==> config.mk <==
export PLATFORM = sky130hd
export DESIGN_NAME = eao_top
export DESIGN_NICKNAME = d
export VERILOG_FILES = /design/src/eao_pkg.sv /design/src/eao_lag.sv /design/src/eao_top.sv
export SDC_FILE = /design/constraint.sdc
export NUM_CORES = 1
export LEC_CHECK = 0
export BUFFER_PORTS_ARGS = -buffer_cell sky130_fd_sc_hd__clkbuf_2
export CORE_MARGIN = 5
export CORE_UTILIZATION = 44
export DETAILED_ROUTE_END_ITERATION = 16
export PLACE_DENSITY = 0.86
export SLEW_MARGIN = 30
export SYNTH_ARGS = -nofsm -noshare
export SYNTH_HDL_FRONTEND = slang
export SYNTH_SLANG_ARGS = --single-unit
==> constraint.sdc <==
create_clock -name clk_i -period 2.1 [get_ports clk_i]
set_input_delay 0.315 -clock clk_i [delete_from_list [all_inputs] [get_ports clk_i]]
set_output_delay 0.315 -clock clk_i [all_outputs]
set_load 0.005 [all_outputs]
==> src/eao_pkg.sv <==
// Shared constants and types for the exposure active output block.
package eao_pkg;

    // Register byte offsets on the AXI4-Lite slave.
    localparam int unsigned ADDR_W = 5;
    localparam logic [ADDR_W-1:0] OFS_SHUTTER = 5'h00;
    localparam logic [ADDR_W-1:0] OFS_PICKER = 5'h04;
    localparam logic [ADDR_W-1:0] OFS_LINE_CFG = 5'h08;
    localparam logic [ADDR_W-1:0] OFS_STATUS = 5'h0c;

    // Field positions.
    localparam int unsigned SHUTTER_BIT = 0;
    localparam int unsigned PICKER_BIT = 0;
    localparam int unsigned DIR_BIT = 0;
    localparam int unsigned ORIGIN_LSB = 4;
    localparam int unsigned ORIGIN_W = 2;
    localparam int unsigned ST_EXP_OUT_BIT = 0;
    localparam int unsigned ST_EXP_RAW_BIT = 1;
    localparam int unsigned ST_LINE_TWO_IN_BIT = 2;
    localparam int unsigned ST_SHUTTER_BIT = 3;

    typedef enum logic [0:0] {
        EAO_SHUTTER_GLOBAL = 1'h0,
        EAO_SHUTTER_ROLLING = 1'h1
    } eao_shutter_t;

    typedef enum logic [0:0] {
        EAO_PICK_LINE_ONE = 1'h0,
        EAO_PICK_LINE_TWO = 1'h1
    } eao_picker_t;

    typedef enum logic [1:0] {
        EAO_ORIGIN_OFF = 2'h0,
        EAO_ORIGIN_EXPOSURE = 2'h1
    } eao_origin_t;

    // Reset values.
    localparam eao_shutter_t RST_SHUTTER = EAO_SHUTTER_GLOBAL;
    localparam eao_picker_t RST_PICKER = EAO_PICK_LINE_ONE;
    localparam eao_origin_t RST_ORIGIN = EAO_ORIGIN_OFF;
    localparam logic RST_DIR = 1'h0;

    localparam logic [1:0] RESP_OKAY = 2'h0;
    localparam logic [1:0] RESP_SLVERR = 2'h2;

    // Lag between the sensor event and the edge on the output.
    localparam int unsigned CLK_PERIOD_NS = 20;
    localparam int unsigned EXP_LAG_NS = 60;
    localparam int unsigned LAG_CYCLES = (EXP_LAG_NS + CLK_PERIOD_NS - 1) / CLK_PERIOD_NS;

endpackage : eao_pkg

==> src/eao_lag.sv <==
// Fixed-length delay line for the exposure level.
`timescale 1ns/1ns
module eao_lag #(
    parameter int unsigned DEPTH = 3
) (
    input wire logic clk_i,
    input wire logic srst_i,
    input wire logic d_i,
    output logic q_o
);
    logic [DEPTH-1:0] sh_q;
    logic [DEPTH:0] nxt;

    generate
        if (DEPTH < 1) begin : g_bad_depth
            $error("eao_lag needs DEPTH of at least one");
        end
    endgenerate

    assign nxt = {sh_q, d_i};

    always_ff @(posedge clk_i) begin
        if (srst_i) begin
            sh_q <= '0;
        end else begin
            sh_q <= nxt[DEPTH-1:0];
        end
    end

    assign q_o = sh_q[DEPTH-1];
endmodule : eao_lag

==> src/eao_top.sv <==
// Exposure active generator with output line routing and an AXI4-Lite slave.
//
// Operation
// [RULE_01] Global shutter: output rises when each frame's exposure time begins.
// [RULE_02] Global shutter: output falls when that frame's exposure time ends.
// [RULE_03] Rolling shutter: output rises when the first line starts exposing.
// [RULE_04] Rolling shutter: output falls only when the last line ends exposing; here a write that switches the shutter mode also ends it.
// [RULE_05] Rolling timing used only in rolling mode, global timing only in global mode.
// [RULE_06] Output edges lag the real exposure start and end by a fixed delay.
// [RULE_07] Exposure active may be chosen as the source of an output line.
// [RULE_08] Without a general purpose line, software picks line one, then sets its source.
// [RULE_09] With a general purpose line, software first picks line two.
// [RULE_10] Software sets line two to output, then sets its source.
// [RULE_11] Software accounts for any automatic sensor exposure offset when setting up.
// [RULE_12] Output stays low when no exposure runs, after reset and between frames.
`timescale 1ns/1ns
module eao_top #(
    parameter int unsigned LAG_CYCLES = eao_pkg::LAG_CYCLES
) (
    input wire logic clk_i,
    input wire logic srst_i,
    // Sensor timing events, one-cycle pulses.
    input wire logic frame_exp_start_i,
    input wire logic frame_exp_end_i,
    input wire logic first_line_exp_start_i,
    input wire logic last_line_exp_end_i,
    // Camera lines.
    output logic output_line_one_o,
    input wire logic bidirectional_line_two_i,
    output logic bidirectional_line_two_o,
    output logic bidirectional_line_two_oe_o,
    output logic exposure_in_progress_out_o,
    // AXI4-Lite slave.
    input wire logic [eao_pkg::ADDR_W-1:0] s_axi_awaddr_i,
    input wire logic s_axi_awvalid_i,
    output logic s_axi_awready_o,
    input wire logic [31:0] s_axi_wdata_i,
    input wire logic [3:0] s_axi_wstrb_i,
    input wire logic s_axi_wvalid_i,
    output logic s_axi_wready_o,
    output logic [1:0] s_axi_bresp_o,
    output logic s_axi_bvalid_o,
    input wire logic s_axi_bready_i,
    input wire logic [eao_pkg::ADDR_W-1:0] s_axi_araddr_i,
    input wire logic s_axi_arvalid_i,
    output logic s_axi_arready_o,
    output logic [31:0] s_axi_rdata_o,
    output logic [1:0] s_axi_rresp_o,
    output logic s_axi_rvalid_o,
    input wire logic s_axi_rready_i
);
    localparam int LAG_I = LAG_CYCLES;
    localparam int LAG_P1 = LAG_CYCLES + 1;
    localparam int unsigned IDLE_W = $clog2(LAG_CYCLES + 1);
    generate
        if (LAG_CYCLES < 1) begin : g_bad_lag
            $error("eao_top needs LAG_CYCLES of at least one");
        end
    endgenerate
    eao_pkg::eao_shutter_t shutter_q;
    eao_pkg::eao_picker_t picker_q;
    eao_pkg::eao_origin_t origin_one_q, origin_two_q;
    logic dir_two_q, exp_q, exp_lag, start_ev, end_ev, mode_chg;
    logic aw_have_q, w_have_q, bvalid_q, rvalid_q, do_wr, wr_lane0, rd_hit, wr_hit;
    logic [eao_pkg::ADDR_W-1:0] aw_addr_q, wr_ofs, rd_ofs;
    logic [31:0] w_data_q, rdata_q, rd_word, line_cfg_word;
    logic [3:0] w_strb_q;
    logic [1:0] bresp_q, rresp_q;
    logic line_one_q, line_two_q, line_two_oe_q;
    logic [IDLE_W-1:0] idle_cnt_q;
    // Write channel: address and data are taken independently, then applied together.
    assign s_axi_awready_o = !aw_have_q && !bvalid_q;
    assign s_axi_wready_o = !w_have_q && !bvalid_q;
    assign do_wr = aw_have_q && w_have_q;
    assign wr_lane0 = do_wr && w_strb_q[0];
    assign wr_ofs = {aw_addr_q[eao_pkg::ADDR_W-1:2], 2'h0};
    assign wr_hit = (wr_ofs == eao_pkg::OFS_SHUTTER) || (wr_ofs == eao_pkg::OFS_PICKER) ||
                    (wr_ofs == eao_pkg::OFS_LINE_CFG) || (wr_ofs == eao_pkg::OFS_STATUS);
    always_ff @(posedge clk_i) begin
        if (srst_i) begin
            aw_have_q <= 1'h0;
            aw_addr_q <= '0;
        end else if (s_axi_awvalid_i && s_axi_awready_o) begin
            aw_have_q <= 1'h1;
            aw_addr_q <= s_axi_awaddr_i;
        end else if (do_wr) begin
            aw_have_q <= 1'h0;
        end
    end

    always_ff @(posedge clk_i) begin
        if (srst_i) begin
            w_have_q <= 1'h0;
            w_data_q <= '0;
            w_strb_q <= '0;
        end else if (s_axi_wvalid_i && s_axi_wready_o) begin
            w_have_q <= 1'h1;
            w_data_q <= s_axi_wdata_i;
            w_strb_q <= s_axi_wstrb_i;
        end else if (do_wr) begin
            w_have_q <= 1'h0;
        end
    end

    always_ff @(posedge clk_i) begin
        if (srst_i) begin
            bvalid_q <= 1'h0;
            bresp_q <= eao_pkg::RESP_OKAY;
        end else if (do_wr) begin
            bvalid_q <= 1'h1;
            bresp_q <= wr_hit ? eao_pkg::RESP_OKAY : eao_pkg::RESP_SLVERR;
        end else if (s_axi_bready_i) begin
            bvalid_q <= 1'h0;
        end
    end
    assign s_axi_bvalid_o = bvalid_q;
    assign s_axi_bresp_o = bresp_q;
    // Control registers. Line one is output only, so only line two has a direction.
    always_ff @(posedge clk_i) begin
        if (srst_i) begin
            shutter_q <= eao_pkg::RST_SHUTTER;
        end else if (wr_lane0 && wr_ofs == eao_pkg::OFS_SHUTTER) begin
            shutter_q <= eao_pkg::eao_shutter_t'(w_data_q[eao_pkg::SHUTTER_BIT]);
        end
    end

    always_ff @(posedge clk_i) begin
        if (srst_i) begin
            picker_q <= eao_pkg::RST_PICKER;
        end else if (wr_lane0 && wr_ofs == eao_pkg::OFS_PICKER) begin
            picker_q <= eao_pkg::eao_picker_t'(w_data_q[eao_pkg::PICKER_BIT]); // see [RULE_08] [RULE_09]
        end
    end

    always_ff @(posedge clk_i) begin
        if (srst_i) begin
            origin_one_q <= eao_pkg::RST_ORIGIN;
            origin_two_q <= eao_pkg::RST_ORIGIN;
            dir_two_q <= eao_pkg::RST_DIR;
        end else if (wr_lane0 && wr_ofs == eao_pkg::OFS_LINE_CFG) begin
            // The configuration lands on whichever line is currently picked.
            if (picker_q == eao_pkg::EAO_PICK_LINE_ONE) begin
                origin_one_q <= eao_pkg::eao_origin_t'(
                    w_data_q[eao_pkg::ORIGIN_LSB +: eao_pkg::ORIGIN_W]); // see [RULE_08]
            end else begin
                origin_two_q <= eao_pkg::eao_origin_t'(
                    w_data_q[eao_pkg::ORIGIN_LSB +: eao_pkg::ORIGIN_W]); // see [RULE_10]
                dir_two_q <= w_data_q[eao_pkg::DIR_BIT]; // see [RULE_10]
            end
        end
    end

    // Read channel: one word in flight, answered one cycle after the address is taken.
    assign s_axi_arready_o = !rvalid_q;
    assign rd_ofs = {s_axi_araddr_i[eao_pkg::ADDR_W-1:2], 2'h0};
    always_comb begin
        line_cfg_word = '0;
        if (picker_q == eao_pkg::EAO_PICK_LINE_ONE) begin
            line_cfg_word[eao_pkg::DIR_BIT] = 1'h1;
            line_cfg_word[eao_pkg::ORIGIN_LSB +: eao_pkg::ORIGIN_W] = origin_one_q;
        end else begin
            line_cfg_word[eao_pkg::DIR_BIT] = dir_two_q;
            line_cfg_word[eao_pkg::ORIGIN_LSB +: eao_pkg::ORIGIN_W] = origin_two_q;
        end
    end
    always_comb begin
        rd_word = '0;
        rd_hit = 1'h1;
        unique case (rd_ofs)
            eao_pkg::OFS_SHUTTER: rd_word[eao_pkg::SHUTTER_BIT] = shutter_q;
            eao_pkg::OFS_PICKER: rd_word[eao_pkg::PICKER_BIT] = picker_q;
            eao_pkg::OFS_LINE_CFG: rd_word = line_cfg_word;
            eao_pkg::OFS_STATUS: begin
                rd_word[eao_pkg::ST_EXP_OUT_BIT] = exp_lag;
                rd_word[eao_pkg::ST_EXP_RAW_BIT] = exp_q;
                rd_word[eao_pkg::ST_LINE_TWO_IN_BIT] = bidirectional_line_two_i;
                rd_word[eao_pkg::ST_SHUTTER_BIT] = shutter_q;
            end
            default: rd_hit = 1'h0;
        endcase
    end
    always_ff @(posedge clk_i) begin
        if (srst_i) begin
            rvalid_q <= 1'h0;
            rresp_q <= eao_pkg::RESP_OKAY;
            rdata_q <= '0;
        end else if (s_axi_arvalid_i && s_axi_arready_o) begin
            rvalid_q <= 1'h1;
            rresp_q <= rd_hit ? eao_pkg::RESP_OKAY : eao_pkg::RESP_SLVERR;
            rdata_q <= rd_word;
        end else if (s_axi_rready_i) begin
            rvalid_q <= 1'h0;
        end
    end
    assign s_axi_rvalid_o = rvalid_q;
    assign s_axi_rresp_o = rresp_q;
    assign s_axi_rdata_o = rdata_q;
    // Exposure state. Events of the other shutter mode are ignored altogether.
    assign start_ev = (shutter_q == eao_pkg::EAO_SHUTTER_ROLLING) ?
                      first_line_exp_start_i : frame_exp_start_i; // see [RULE_05] [RULE_01] [RULE_03]
    assign end_ev = (shutter_q == eao_pkg::EAO_SHUTTER_ROLLING) ?
                    last_line_exp_end_i : frame_exp_end_i; // see [RULE_05] [RULE_02] [RULE_04]
    // A mode switch mid-frame would leave no matching end event, so it ends the pulse.
    assign mode_chg = wr_lane0 && (wr_ofs == eao_pkg::OFS_SHUTTER) &&
                      (w_data_q[eao_pkg::SHUTTER_BIT] != shutter_q);
    always_ff @(posedge clk_i) begin
        if (srst_i) begin
            exp_q <= 1'h0; // see [RULE_12]
        end else if (start_ev && !mode_chg) begin
            // A new frame starting in the cycle the last one ends keeps the level high.
            exp_q <= 1'h1; // see [RULE_01] [RULE_03]
        end else if (end_ev || mode_chg) begin
            exp_q <= 1'h0; // see [RULE_02] [RULE_04] [RULE_12]
        end
    end
    // Saturating idle run length, so the idle check needs no long repetition.
    always_ff @(posedge clk_i) begin
        if (srst_i || exp_q) begin
            idle_cnt_q <= '0;
        end else if (idle_cnt_q != IDLE_W'(LAG_CYCLES)) begin
            idle_cnt_q <= idle_cnt_q + 1'b1;
        end
    end
    // Any offset the sensor adds is absorbed upstream of the event pulses.
    eao_lag #(
        .DEPTH(LAG_CYCLES)
    ) u_lag (
        .clk_i(clk_i),
        .srst_i(srst_i),
        .d_i(exp_q),
        .q_o(exp_lag)
    ); // see [RULE_06]
    assign exposure_in_progress_out_o = exp_lag;
    // Line routing, registered so the pins never glitch on a source change.
    always_ff @(posedge clk_i) begin
        if (srst_i) begin
            line_one_q <= 1'h0;
            line_two_q <= 1'h0;
            line_two_oe_q <= 1'h0;
        end else begin
            line_one_q <= (origin_one_q == eao_pkg::EAO_ORIGIN_EXPOSURE) && exp_lag; // see [RULE_07]
            line_two_q <= (origin_two_q == eao_pkg::EAO_ORIGIN_EXPOSURE) && exp_lag; // see [RULE_07]
            line_two_oe_q <= dir_two_q; // see [RULE_10]
        end
    end
    assign output_line_one_o = line_one_q;
    assign bidirectional_line_two_o = line_two_q;
    assign bidirectional_line_two_oe_o = line_two_oe_q;
endmodule : eao_top

### After elaboration in Yosys (flattened, before gate mapping)

Index checks and enable logic that the tools add are counted.

| operators by class | value |
|---|---|
| equality and inequality tests | 9 |
| multiplexer cells | 19 |
| bitwise operators | 1 |
| reduce and logical (&&, ||, !) cells | 33 |

Operators by type and width:

| kind | count |
|---|---|
| 1-bit logical AND | 14 |
| 1-bit two-way mux | 13 |
| 3-bit by 2-bit == test with 1-bit output (second input constant) | 4 |
| 5-bit zero test | 2 |
| 2-bit nonzero test | 5 |
| 2-bit two-way mux | 4 |
| 3-bit by 1-bit == test with 1-bit output (second input constant) | 2 |
| 1-bit zero test | 5 |
| 2-bit by 1-bit == test with 1-bit output (second input constant) | 2 |
| 1-bit logical OR | 4 |
| 1-bit one-hot mux with 4 select lines | 1 |
| 2-bit AND reduction | 2 |
| 4-bit OR reduction | 1 |
| 3-bit two-way mux | 1 |
| 1-bit != test | 1 |
| 1-bit NOT | 1 |

| word-level totals | value |
|---|---|
| register bits | 66 |
| output and inout port bits | 45 |

### Logic depth before layout (Yosys ltp)

| depth | value |
|---|---|
| word-level depth | 7 |
| gate-level depth with buffers | 5 |
| mapped depth without buffers | 3 |

### By module

A second synthesis with hierarchy kept.

| second synthesis, totals | value |
|---|---|
| cells, all modules | 165 |
| area total of the unflattened synthesis | 1589.0 µm² |

Modules (own cells, without submodules):

| module | instances | cells an instance | area an instance (µm²) | sequential area each (µm²) |
|---|---|---|---|---|
| eao_top | 1 | 159 | 1510.2 | 600.6 |
| eao_lag | 1 | 6 | 78.8 | 60.1 |

### Worst setup path after synthesis

Ideal clock, no wire load.

| path | value |
|---|---|
| path kind | flip-flop to flip-flop |
| from | register picker_q |
| to | register rdata_q[0], in the netlist s_axi_rdata_o[0] |
| arrival | 1120 ps |
| slack | 863 ps |
| cell stages (with the launch flop) | 4 |
| path buffers | 0 |
| cells stage by stage | dfxtp_1 nand2b_1 mux4_2 a32o_1 |

| on the way | value |
|---|---|
| word-level cells in the longest chain between the ends | 2 |

Ends and longest elaborated chain:

| element | line | RTL |
|---|---|---|
| start, declared | eao_top.sv:61 | `eao_pkg::eao_picker_t picker_q;` |
| start signal, assigned | eao_top.sv:129 | `picker_q <= eao_pkg::RST_PICKER;` |
| start signal, assigned | eao_top.sv:131 | `picker_q <= eao_pkg::eao_picker_t'(w_data_q[eao_pkg::PICKER_BIT]);` |
| 1-bit two-way mux | eao_top.sv:158 | `if (picker_q == eao_pkg::EAO_PICK_LINE_ONE) begin` |
| 1-bit one-hot mux with 4 select lines * | eao_top.sv:169 | `unique case (rd_ofs)` |
| end signal, assigned | eao_top.sv:190 | `rdata_q <= rd_word;` |
| end, declared | eao_top.sv:66 | `logic [31:0] w_data_q, rdata_q, rd_word, line_cfg_word;` |

Mark *: on every way between the ends. The rest lies on a longest branch, timed or not.
A chain may end at the register's enable or synchronous reset.

### Worst setup path in the final report

Same ends and word-level chain as after synthesis.

==> results.yml <==
outcome:
  status: "finished clean"
route:
  vias_per_cell: 4.596
  detailed_route_wire_length_per_cell_um: 11.40
  route.vias.total: 1126
  ant_nets: 0
  drt-initial-drc-count: 29
  drc: 0
  wl_final_um: 2794
  drtPass1Iterations: 4
global_routing:
  global_route_wire_length_before_repair_um: 4850
  grt_max_degree: 18
  grt-ovfl-total: 0
  grtUsageTotal_pct: 12.33
  grt_pass1_vias: 1089
  initial_antenna_violation_count: 0
timing:
  grt_setup_unrepaired: "no"
  post-route-period-util_pct: 65.05
  fmax_mhz: 732.0
  finalHoldWorstSlack_ns: 0.2257
  layout_min_cycle_time_ns: 1.366
  timing.clock.skew_ns: 0.01012
  timing.setup.tns_ns: 0
  hold_viol: 0
  slew_violations: 0
  setup_viol: 0
logic_synthesis:
  yosys.area_share.adder_pct: 0
  post_synth_and_or_nand_nor_area_fraction_pct: 19.18
  ys.warnings.count: 0
  netlist_instances: 161
  syn_avg_cell_area_sq_um: 9.520
  synthTopCellsByArea: "sky130_fd_sc_hd__dfxtp_1 43%, sky130_fd_sc_hd__buf_4 14%, sky130_fd_sc_hd__mux2i_1 10%"
  mappedNetlistArea_sq_mm: 0.001533
  synth-edff-count: 0
  synth-seq-cells: 33
  synth_top_cells_by_count: "33 x sky130_fd_sc_hd__dfxtp_1, 28 x sky130_fd_sc_hd__buf_4, 17 x sky130_fd_sc_hd__nor2_1"
  main_combinational_cell_family_by_area_after_synthesis: "simple AND/OR/NAND/NOR gates"
  synth_top_cell_area_share_pct: 43.10
  seq_area_frac_synth_pct: 43.10
  synth-compound-area-share_pct: 6.776
  async_reset_ff_share_pct: 0
  synth_xor_xnor_area_share_pct: 0
  yosys.cell_types.count: 30
  share_of_synthesized_area_spent_on_multiplexers_pct: 13.39
  synth_top_flop_cell: "sky130_fd_sc_hd__dfxtp_1"
  synth.largest_area_cell: "sky130_fd_sc_hd__dfxtp_1"
  post-synth-top-count-cell: "sky130_fd_sc_hd__dfxtp_1"
final_layout:
  antenna_cells_inserted: 0
  design.final.nets: 256
  postLayoutCoreUtil_pct: 51.04
  area_growth_syn_to_layout_pct: 12.00
  post_route_cells_drive_above_1_share_pct: 27.64
clocking:
  clk_pin_slew_worst_paths_ns: 0.10
  numClockSinks: 33
  tritoncts_clock_tree: "done"
  cts_hold_repair.buffers: 0
  cts-resized-gates: 0
  cts.root.buffer_cell: "sky130_fd_sc_hd__clkbuf_4"
  post_cts_buffers: 0
  h_tree_levels: 2
  cts_buffer_depth: 2
  worst_skew_pair.late_latency_ns: 0.33
  cts-buffers-inserted: 5
power_and_ir_drop:
  power.ir.vdd_worst_mv: 0.3339
  power_density_mw_per_mm2: 688.9
  leakage_nw: 0.8055
worst_setup_path:
  crit_path_cell_chain: "nand2b_1 -> mux4_2 -> a32o_1"
  cp_num_buf_inv: 0
  critical_path_class: "flop to flop"
  cp.required_ns: 2.33
  timing.critical_path.slowest_cell_delay_ns: 0.50
  critPathMaxFanout: 7
  startpoint_type: "flop"
  critical_path_s_slowest_cell: "sky130_fd_sc_hd__dfxtp_1"
  kind_of_cell_adding_the_most_delay_to_the_critical_path: "flip-flops"
  crit_path_end_kind: "flop"
  timing.critical_path.arrival_ns: 1.60
die:
  core-area_sq_mm: 0.003363
  placementRows: 21
  die_h_um: 69.02
  floorplan.initialDensity_pct: 45.57
  chipWidth_um: 69.02
  pin_count: 103
  dieArea_sq_mm: 0.004764
placed_design:
  hpwlAfterDp_um: 2219
  buffer_ports.inserted: 38
  place.gp.congestion: 0.7426
run:
  max_cap_viol_count: 0
worst_hold_path:
  hold_path.class: "primary input to flop"
[flip-flops by register name, indices dropped and copies added (netlist names), 2 cells and up]
register and count:
w_data_q 3, origin_one_q 2, origin_two_q 2, aw_addr_q 3
u_lag.sh_q 3, s_axi_rdata_o 6
[metrics by stage]
stage | power, mW | worst slack [ns] | std cells | cell area (sq um)
after global routing | 1.238 | 0.6449 | 245 | 1717
after CTS | 1.195 | 0.7301 | 245 | 1717
after global placement | 0.7965 | 0.7531 | 237 | 1647
after detailed placement | 0.8003 | 0.7257 | 237 | 1647
after floorplan | 0.7957 | 0.8628 | 188 | 1634
final | 1.183 | 0.7339 | 245 | 1717
[kinds of logic after synthesis]
group                  count (synthesis)
AO/OA/AOI/OAI                         14
buffers and inverters                 42
flip-flops                            33
multiplexers                          19
other                                  1
AND/OR/NAND/NOR                       52
[final cells by class]
| class | instances | area (sq um) |
|---|---|---|
| clock inverters | 1 | 5.005 |
| clock buffers | 7 | 65.06 |
| well taps | 46 | 57.56 |
| multi-input cells | 113 | 708.2 |
| fillers | 316 | 1647 |
| repair buffers | 39 | 197.7 |
| inverters | 6 | 22.52 |
| flip-flops and latches | 33 | 660.6 |
[per-layer routing]
metal | up-vias | global-route usage, % | part of all wire (%)
met4 | 0 | 6.508 | 1.8
li1 | 567 | - | -
met2 | 35 | 21.61 | 51
met3 | 4 | 3.343 | 6.4
met5 | - | 0 | 0
met1 | 520 | 13.42 | 41
[worst paths after layout]
check                    start               end  slack (ns)  cells after the start
max                   picker_q  s_axi_rdata_o[0]        0.73                      3
min          s_axi_awaddr_i[4]      aw_addr_q[4]        0.23                      3
max reg2reg           picker_q  s_axi_rdata_o[0]        0.73                      3
min reg2reg      u_lag.sh_q[0]     u_lag.sh_q[1]        0.45                      1
[tightest hold or removal path, stage by stage]
cell and delay [ns]:
sky130_fd_sc_hd__clkbuf_2 0.08, sky130_fd_sc_hd__mux2i_1 0.05, sky130_fd_sc_hd__nor2_1 0.07
[cell usage in the layout, fill, tap and decap left out, drive strengths merged, types with 4 or more instances in the layout]
cell type / synthesis / layout
a21oi: 5 / 5
nor2b: 5 / 5
clkbuf: 7 / 45
inv: 6 / 6
nand2b: 4 / 4
a32oi: 5 / 5
conb: 1 / 28
nand2: 12 / 12
dfxtp: 33 / 33
nor2: 17 / 17
mux2i: 16 / 16
[report_power, final]
part / internal (mW) / leakage, nW / switching, mW
clock: 0.194 / 0.0413 / 0.202
sequential: 0.646 / 0.269 / 0.0211
combinational: 0.0551 / 0.496 / 0.0638
total: 0.895 / 0.806 / 0.287
Note: power is estimated with default switching activity, not from simulation.
